--- config.mk ---
export PLATFORM = sky130hd
export DESIGN_NAME = hvm_measure_ctrl
export DESIGN_NICKNAME = d
export VERILOG_FILES = /design/src/hw/hvm_pkg.sv /design/src/hw/hvm_measure_ctrl.sv
export SDC_FILE = /design/constraint.sdc
export NUM_CORES = 1
export LEC_CHECK = 0
export ABC_AREA = 1
export BUFFER_PORTS_ARGS = -buffer_cell sky130_fd_sc_hd__buf_4
export CORE_MARGIN = 8
export CORE_UTILIZATION = 45
export DETAILED_ROUTE_END_ITERATION = 7
export PLACE_DENSITY = 0.88
export SLEW_MARGIN = 20
export SYNTH_ARGS = -nofsm -noshare
export SYNTH_HDL_FRONTEND = slang
export SYNTH_SLANG_ARGS = --single-unit
--- constraint.sdc ---
create_clock -name core_clk_i -period 2.3 [get_ports core_clk_i]
set_clock_uncertainty 0.05 [all_clocks]
set_input_delay 0.115 -clock core_clk_i [delete_from_list [all_inputs] [get_ports core_clk_i]]
set_output_delay 0.115 -clock core_clk_i [all_outputs]
set_load 0.02 [all_outputs]
--- src/hw/hvm_pkg.sv ---
package hvm_pkg;

    // register byte offsets
    localparam logic [7:0] OFF_CTRL  = 8'h00;
    localparam logic [7:0] OFF_GPIO  = 8'h04;
    localparam logic [7:0] OFF_PULL  = 8'h08;
    localparam logic [7:0] OFF_WAKE  = 8'h0c;
    localparam logic [7:0] OFF_CMD   = 8'h10;
    localparam logic [7:0] OFF_STAT  = 8'h14;
    localparam logic [7:0] OFF_CLR   = 8'h18;
    localparam logic [7:0] OFF_IEN   = 8'h1c;
    localparam logic [7:0] OFF_LVL   = 8'h20;

    // field positions
    localparam int CTRL_MEAS   = 0;
    localparam int CTRL_FOTEST = 1;
    localparam int WAKE_HV     = 0;
    localparam int WAKE_GPIO   = 1;
    localparam int CMD_SLEEP   = 0;
    localparam int STAT_ERR    = 0;
    localparam int STAT_HV     = 1;
    localparam int STAT_GPIO   = 2;
    localparam int STAT_W      = 3;
    localparam int PIN_HV      = 0;
    localparam int PIN_FG      = 1;

    // fail_gpio_pin configuration codes
    localparam logic [2:0] GPIO_OFF = 3'h0;
    localparam logic [2:0] GPIO_FO  = 3'h1;
    localparam logic [2:0] GPIO_HS  = 3'h2;
    localparam logic [2:0] GPIO_LS  = 3'h3;
    localparam logic [2:0] GPIO_WK  = 3'h4;

    // reset values
    localparam logic [1:0]        RST_CTRL = 2'h0;
    localparam logic [2:0]        RST_GPIO = 3'h0;
    localparam logic [3:0]        RST_PULL = 4'h0;
    localparam logic [1:0]        RST_WAKE = 2'h0;
    localparam logic [STAT_W-1:0] RST_STAT = 3'h0;
    localparam logic [STAT_W-1:0] RST_IEN  = 3'h0;

    typedef enum logic [2:0] {
        MODE_INIT,
        MODE_NORMAL,
        MODE_STOP,
        MODE_SLEEP,
        MODE_RESTART,
        MODE_FAILSAFE
    } hvm_mode_t;

    typedef struct packed {
        logic pull_up;
        logic pull_dn;
    } hvm_pull_t;

endpackage : hvm_pkg

--- src/hw/hvm_measure_ctrl.sv ---
// Chosen here: the APB register port and the placing of the registers.
`timescale 1ns/1ps
module hvm_measure_ctrl
    import hvm_pkg::*;
(
    // clock and reset
    input  wire logic              core_clk_i,
    input  wire logic              resetn_i,
    // apb slave
    input  wire logic              psel_i,
    input  wire logic              penable_i,
    input  wire logic              pwrite_i,
    input  wire logic [7:0]        paddr_i,
    input  wire logic [31:0]       pwdata_i,
    output logic      [31:0]       prdata_o,
    output logic                   pready_o,
    output logic                   pslverr_o,
    // chip state
    input  wire hvm_mode_t         sbc_mode_i,
    input  wire logic              fail_req_i,
    input  wire logic              other_wake_i,
    // pins
    input  wire logic              hv_sense_i,
    input  wire logic              fail_gpio_i,
    output logic                   fail_gpio_o,
    output logic                   fail_gpio_oe_o,
    output hvm_pull_t [1:0]        pin_pull_o,
    output logic                   measure_switch_o,
    // mode requests and wake
    output logic                   sleep_req_o,
    output logic                   restart_req_o,
    output logic                   hv_wake_active_o,
    output logic                   irq_o
);

    // register state
    logic              measure_enable;
    logic              fail_output_test;
    logic [2:0]        gpio_config;
    logic [3:0]        wake_pull_config;
    logic [1:0]        wake_control_1;
    logic [STAT_W-1:0] irq_status;
    logic [STAT_W-1:0] irq_enable;
    logic [1:0]        wake_level_status;

    // pin synchronisers and stable levels
    logic [1:0]        sync_a;
    logic [1:0]        sync_b;
    logic [1:0]        sync_c;
    logic [1:0]        pin_level;

    // apb decode
    wire setup_rd = psel_i & ~penable_i & ~pwrite_i;
    wire wr_en    = psel_i & penable_i & pwrite_i;
    wire hit_ctrl = (paddr_i == OFF_CTRL);
    wire hit_gpio = (paddr_i == OFF_GPIO);
    wire hit_pull = (paddr_i == OFF_PULL);
    wire hit_wake = (paddr_i == OFF_WAKE);
    wire hit_cmd  = (paddr_i == OFF_CMD);
    wire hit_stat = (paddr_i == OFF_STAT);
    wire hit_clr  = (paddr_i == OFF_CLR);
    wire hit_ien  = (paddr_i == OFF_IEN);
    wire hit_lvl  = (paddr_i == OFF_LVL);
    wire mapped   = hit_ctrl | hit_gpio | hit_pull | hit_wake | hit_cmd
                  | hit_stat | hit_clr | hit_ien | hit_lvl;
    wire wr_ctrl  = wr_en & hit_ctrl;
    wire wr_gpio  = wr_en & hit_gpio;
    wire wr_pull  = wr_en & hit_pull;
    wire wr_wake  = wr_en & hit_wake;
    wire wr_cmd   = wr_en & hit_cmd;
    wire wr_clr   = wr_en & hit_clr;
    wire wr_ien   = wr_en & hit_ien;

    assign pready_o  = 1'b1;
    assign pslverr_o = psel_i & penable_i & ~mapped;

    // enable request and its refusal
    wire meas_req   = pwdata_i[CTRL_MEAS];
    wire en_refused = wr_ctrl & meas_req & ~measure_enable
                    & (gpio_config != GPIO_OFF);
    wire next_measure_enable = wr_ctrl ? (meas_req & ~en_refused)
                                       : measure_enable;
    wire is_normal = (sbc_mode_i == MODE_NORMAL);
    wire next_switch = next_measure_enable & is_normal;

    // gpio change while measuring
    wire gpio_err = wr_gpio & measure_enable
                  & (pwdata_i[2:0] != gpio_config);

    // sleep command check
    wire gpio_is_wk = (gpio_config == GPIO_WK);
    wire pin_src    = wake_control_1[WAKE_HV]
                    | (gpio_is_wk & wake_control_1[WAKE_GPIO]);
    wire sleep_cmd  = wr_cmd & pwdata_i[CMD_SLEEP];
    wire sleep_bad  = sleep_cmd & measure_enable & pin_src
                    & ~other_wake_i;

    // pin input processing, gated while measuring
    wire [1:0] agree   = ~(sync_b ^ sync_c);
    wire [1:0] pin_chg = agree & (sync_b ^ pin_level) & {2{~measure_enable}};
    wire hv_arm  = ~measure_enable
                 & (wake_control_1[WAKE_HV]
                    | (sbc_mode_i == MODE_FAILSAFE));
    wire gpio_arm = ~measure_enable & gpio_is_wk
                  & wake_control_1[WAKE_GPIO];
    wire next_hv_arm = ~next_measure_enable
                     & (wake_control_1[WAKE_HV]
                        | (sbc_mode_i == MODE_FAILSAFE));

    // sticky status, set wins over clear
    wire [STAT_W-1:0] stat_set;
    assign stat_set[STAT_ERR]  = en_refused | gpio_err | sleep_bad;
    assign stat_set[STAT_HV]   = pin_chg[PIN_HV] & hv_arm;
    assign stat_set[STAT_GPIO] = pin_chg[PIN_FG] & gpio_arm;
    wire [STAT_W-1:0] stat_clr = wr_clr ? pwdata_i[STAT_W-1:0]
                                        : {STAT_W{1'b0}};
    wire [STAT_W-1:0] next_status = (irq_status & ~stat_clr) | stat_set;

    assign irq_o = |(irq_status & irq_enable);

    // fail_gpio_pin drive, all off while measuring
    wire fo_active = (gpio_config == GPIO_FO)
                   & (fail_req_i | fail_output_test);
    wire drv_hs    = (gpio_config == GPIO_HS);
    wire drv_ls    = (gpio_config == GPIO_LS);
    wire next_oe   = ~next_measure_enable
                   & (fo_active | drv_hs | drv_ls);
    wire next_out  = drv_hs;

    // pull currents follow config only when not measuring
    wire [3:0] next_pull = next_measure_enable ? 4'h0
                                               : wake_pull_config;

    // read mux
    wire [31:0] rd_val =
        hit_ctrl ? {30'h0, fail_output_test, measure_enable} :
        hit_gpio ? {29'h0, gpio_config} :
        hit_pull ? {28'h0, wake_pull_config} :
        hit_wake ? {30'h0, wake_control_1} :
        hit_stat ? {29'h0, irq_status} :
        hit_ien  ? {29'h0, irq_enable} :
        hit_lvl  ? {29'h0, measure_switch_o, wake_level_status} :
                   32'h0;

    // configuration registers, stored even while measuring
    always_ff @(posedge core_clk_i or negedge resetn_i) begin
        if (!resetn_i) begin
            measure_enable   <= RST_CTRL[CTRL_MEAS];
            fail_output_test <= RST_CTRL[CTRL_FOTEST];
            gpio_config      <= RST_GPIO;
            wake_pull_config <= RST_PULL;
            wake_control_1   <= RST_WAKE;
            irq_enable       <= RST_IEN;
        end else begin
            measure_enable <= next_measure_enable;
            if (wr_ctrl) begin
                fail_output_test <= pwdata_i[CTRL_FOTEST];
            end
            if (wr_gpio) begin
                gpio_config <= pwdata_i[2:0];
            end
            if (wr_pull) begin
                wake_pull_config <= pwdata_i[3:0];
            end
            if (wr_wake) begin
                wake_control_1 <= pwdata_i[1:0];
            end
            if (wr_ien) begin
                irq_enable <= pwdata_i[STAT_W-1:0];
            end
        end
    end

    // status, pin levels and synchronisers
    always_ff @(posedge core_clk_i or negedge resetn_i) begin
        if (!resetn_i) begin
            irq_status        <= RST_STAT;
            sync_a            <= 2'h0;
            sync_b            <= 2'h0;
            sync_c            <= 2'h0;
            pin_level         <= 2'h0;
            wake_level_status <= 2'h0;
        end else begin
            irq_status <= next_status;
            sync_a     <= {fail_gpio_i, hv_sense_i};
            sync_b     <= sync_a;
            sync_c     <= sync_b;
            if (!measure_enable) begin
                pin_level         <= (pin_level & ~agree)
                                   | (sync_b & agree);
                wake_level_status <= pin_level;
            end
        end
    end

    // registered outputs
    always_ff @(posedge core_clk_i or negedge resetn_i) begin
        if (!resetn_i) begin
            measure_switch_o <= 1'b0;
            pin_pull_o       <= '0;
            fail_gpio_o      <= 1'b0;
            fail_gpio_oe_o   <= 1'b0;
            hv_wake_active_o <= 1'b0;
            sleep_req_o      <= 1'b0;
            restart_req_o    <= 1'b0;
            prdata_o         <= 32'h0;
        end else begin
            measure_switch_o <= next_switch;
            pin_pull_o       <= next_pull;
            fail_gpio_o      <= next_out;
            fail_gpio_oe_o   <= next_oe;
            hv_wake_active_o <= next_hv_arm;
            sleep_req_o      <= sleep_cmd & ~sleep_bad;
            restart_req_o    <= sleep_bad;
            if (setup_rd) begin
                prdata_o <= rd_val;
            end
        end
    end
endmodule : hvm_measure_ctrl

* Word-level counts from Yosys, hierarchy flattened
Index checks and enable logic that the tools add are counted.
** Word-level totals
- Register bits :: 69
- Input port bits :: 52
- Output and inout port bits :: 45
- Word-level logic and storage cells :: 120
** Cells by class
- Eq/ne operators :: 15
- Muxes and demuxes :: 10
- Bitwise gates (word level) :: 69
- Reductions and logical operators :: 3
** Operators by type and width (count)
- AND 1 bit :: 33
- == test 8 x 5 -> 1 bit (second input constant) :: 4
- == test 8 x 4 -> 1 bit (second input constant) :: 2
- 2-to-1 mux 4 bit :: 4
- 2-to-1 mux 3 bit :: 5
- OR 1 bit :: 15
- AND 2 bit :: 4
- == test 8 x 3 -> 1 bit (second input constant) :: 1
- == test 8 x 6 -> 1 bit (second input constant) :: 1
- logical NOT 8 bit :: 1
- NOT 1 bit :: 8
- AND 3 bit :: 2
- == test 3 x 1 -> 1 bit (second input constant) :: 2
- == test 3 x 2 -> 1 bit (second input constant) :: 2
- == test 3 bit (second input constant) :: 2
- NOT 2 bit :: 2
- bitwise XOR 2 bit :: 2
- inequality test 3 bit :: 1
- NOT 3 bit :: 1
- OR 3 bit :: 1
- nonzero test 3 bit :: 1
- OR reduction 3 bit :: 1
- OR 2 bit :: 1
- 2-to-1 mux 1 bit :: 1

* Logic depth before layout (Yosys ltp)
- Depth in word-level cells :: 11
- Gate-level depth with buffers :: 10
- Depth with buffers taken out :: 10

* Least setup slack after synthesis
OpenSTA, ideal clock, no wires.
- Path type :: input port to output port
- From :: input paddr_i[0]
- To :: output pslverr_o
- Arrival time :: 1.082 ns
- Required time :: 2.135 ns
- Slack :: 1.053 ns
- Stages :: 8
- Buffers on the path :: 0
- Cell sequence :: inv_1 > nand2_2 > nor2_4 > inv_4 > nor2_8 > inv_1 > nand4_1 > nor3_1
** On the way
- Word-level cells in the longest chain between the ends :: 11
- Elaborated cells between the ends (all ways) :: 19
- Those cells by class :: 8 x eq/ne; 10 x bitwise; 1 x reduce/logical
** Ends and longest elaborated chain
- start, declared :: line hvm_measure_ctrl.sv:13 : input wire logic [7:0] paddr_i,
- == test 8 x 3 -> 1 bit or logical NOT 8 bit (tied branches) :: line hvm_measure_ctrl.sv:56, hvm_measure_ctrl.sv:55
- OR 1 bit (4 in series) :: line hvm_measure_ctrl.sv:64 : wire mapped = hit_ctrl | hit_gpio | hit_pull | hit_wake | hit_cmd
- OR 1 bit (3 in series) :: line hvm_measure_ctrl.sv:65 : | hit_stat | hit_clr | hit_ien | hit_lvl;
- OR 1 bit * :: line hvm_measure_ctrl.sv:65
- NOT 1 bit * :: line hvm_measure_ctrl.sv:75 : assign pslverr_o = psel_i & penable_i & ~mapped;
- AND 1 bit * :: line hvm_measure_ctrl.sv:75
- end, declared :: line hvm_measure_ctrl.sv:17 : output logic pslverr_o,
Every way passes the cells marked *; elsewhere a longest branch is shown, timed or not.

* Final worst setup path
Same ends and word-level chain as after synthesis.

==> impl_metrics.yaml <==
placement:
  place.gp.congestion: 0.881
  placed_cells_incl_taps: 371
  place_ws_ns: 0.923
  place_area_um2: 2500
  port_buffers: 39
  hpwl_um: 3950
floorplanning:
  core-area_um2: 4790
  start_util_pct: 47.0
  io_pins: 97
  die_w_um: 86.7
  rows: 25
  die_y_um: 86.7
  dieArea_um2: 7520
yosys:
  yosys-top-cells-count: "nand2_1 (53), dfrtp_1 (41), buf_4 (29)"
  synthSimpleGateAreaFrac_pct: 28.8
  synth-edff-count: 0
  synth_fa_ha_area_share_pct: 0
  async_reset_ff_share_pct: 100
  synthesis.area_um2: 2250
  synth_top_area_cell: "dfrtp_1"
  synth_compound_area_share_pct: 9.12
  synth_area_leaders: "dfrtp_1 (46%), buf_4 (9.7%), nand2_1 (8.8%), inv_1 (3.7%), nand3_1 (3.3%)"
  syn_avg_cell_area_um2: 8.39
  ys.flop_type: "dfrtp_1"
  yosysMostFrequentCell: "nand2_1"
  synth.top_cell.area_share_pct: 45.6
  synth.distinct_cells: 34
  yosys.area_share.xor_xnor_pct: 1.17
  synth-seq-cells: 41
  synth_top_family_by_area: "simple AND/OR/NAND/NOR gates"
  yosysWarnings: 0
  syn_inst: 268
  yosys-mux-area-fraction_pct: 0
  seq_area_frac_synth_pct: 45.6
global_routing:
  grt_pass1_vias: 1792
  grt_use_total_pct: 13.8
  grt_first_pass_wirelength_um: 8270
  gr-total-overflow: 0
  grt_antenna_before_repair: 0
  grt_max_degree: 42
flow_run:
  max_cap_viol_count: 0
drt:
  vias_per_cell: 4.69
  drc_errors: 0
  first_pass_iters: 4
  routed_wl_um: 4940
  avgRoutedWirePerCell_um: 12.9
  first_iter_violations: 114
  antenna_left: 0
  num_vias: 1790
power_and_ir_drop:
  vdd_ir_drop_max_v: 0.000376
  p_leak_nw: 1.31
  power_density_nw_per_um2: 533
timing:
  report.final.slew_viol_count: 0
  finalSetupTns_ns: 0
  setup_slack_ns: 0.966
  hold_viol_final: 0
  rsz0062_at_grt: "no"
  max_clock_freq_mhz: 749
  finalCritPeriodShare_pct: 58.0
  min_period_ns: 1.33
  finalSetupViolCount: 0
final_layout:
  finalNonFillerCells: 382
  fill_cells: 451
  design_area_um2: 2620
  drive_gt1_share_pct: 24.1
  final_core_util_pct: 54.6
  nNetsFinal: 366
  regArea_um2: 1030
  syn_to_final_growth_pct: 16.2
  n_antenna_cell: 0
  multi_input_area_um2: 987
worst_hold_path:
  hp-class: "in2reg"
  hold_depth: 3
worst_setup_path:
  cp_slowest_stage_delay_ns: 0.20
  required_ns: 2.13
  critPathSlowestCell: "nor2_4"
  crit_fanout: 6
  path_buf_inv: 5
  rr_worst_depth: 5
  crit_path_end_kind: "primary output"
  cp_cell_sequence: "buf_4 -> inv_1 -> nand2_2 -> nor2_4 -> inv_4 -> nor2_8 -> inv_1 -> nand4_1 -> nor3_1 -> buf_4"
  crit_family: "simple AND/OR/NAND/NOR gates"
  critPathKind: "in2out"
  worstPathArrival_ns: 1.17
  crit_path_start_kind: "input port"
  cp.depth: 10
clock_tree:
  numCtsBuffers: 5
  postCtsSetupBuffers: 0
  path_clk_slew_ns: 0.07
  cts_max_path_buffers: 2
  htree_levels: 2
  clockRootBuffer: "clkbuf_8"
  numClockSinks: 41
  clock_latency_ns: 0.29
  cts_tree: "done"
run_status:
  outcome: "finished, final reports clean"
-- per-stage QoR --
| step | total power [mW] | hold WS [ns] |
|---|---|---|
| floorplan | 0.923 | -0.231 |
| global placement | 0.956 | 0.0632 |
| detailed placement | 0.961 | 0.0702 |
| CTS | 1.41 | 0.00519 |
| global route | 1.45 | 0.0137 |
| finish | 1.39 | 0.00770 |
-- cell type report --
class | count | area share (%)
flip-flops and latches | 41 | 39.2
multi-input cells | 194 | 37.8
repair buffers | 42 | 12.3
inverters | 30 | 4.40
well taps | 67 | 3.21
clock buffers | 8 | 3.06
-- cells in the final DEF (no fill, tap or decap), drive strengths merged, types with 2 or more instances in the layout --
cell	count
dfrtp	41
nand4	6
nor2	31
conb	29
clkbuf	8
o21ai	24
nand2	63
a21oi	7
o31ai	3
nand3b	2
inv	29
dlygate4sd3	3
nor3	4
nand3	17
xnor2	2
buf	39
-- worst register-to-register path, cell delays in order, from the launching register on --
cell	delay (ns)
dfrtp_1	0.44
nor2_1	0.23
nand3_1	0.13
a21oi_1	0.20
nand2_1	0.10
nand4_1	0.11
-- path summary, 6_finish.rpt --
check,startpoint,endpoint,slack [ns]
max,paddr_i[0],pslverr_o,0.97
min,pwdata_i[1],gpio_config[1],0.008
max reg2reg,gpio_config[1],irq_status[0],0.98
min reg2reg,sync_a[1],sync_b[1],0.30
max in group asynchronous,resetn_i,restart_req_o,1.56
min in group asynchronous,resetn_i,pin_pull_o[1],0.29
-- layer usage --
layer / vias up / part of all wire [%] / track usage [%]
met2: 74 / 48 / 22.6
met4: 0 / 0.89 / 5.48
met1: 816 / 42 / 16.4
met5: - / 0 / 0
li1: 894 / - / -
met3: 6 / 8.8 / 4.35
-- where the power goes --
part           switching (mW)  internal, mW
Clock                   0.226         0.215
Sequential             0.0168         0.744
Combinational           0.130        0.0612
Total                   0.373          1.02
-- state kept, by name (all words and copies together), names as in the netlist, named ones only --
signal / flops
fail_gpio_o: 1
sync_a: 2
wake_level_status: 2
fail_output_test: 1
measure_switch_o: 1
wake_pull_config: 4
gpio_config: 3
fail_gpio_oe_o: 1
measure_enable: 1
irq_enable: 3
wake_control_1: 2
irq_status: 3
sync_b: 2
hv_wake_active_o: 1
prdata_o: 4
sync_c: 2
restart_req_o: 1
pin_pull_o: 4
sleep_req_o: 1
-- repair_timing --
action,4_1_cts,5_1_grt
hold endpoints to repair,43,0
hold buffers,3,0
gates resized for setup,0,0
-- cells by family after synthesis --
logic type | Yosys count
AND/OR/NAND/NOR | 125
buffers and inverters | 60
flip-flops | 41
AO/OA/AOI/OAI | 37
XOR/XNOR | 3
other | 2
(Power assumes the default switching activity.)
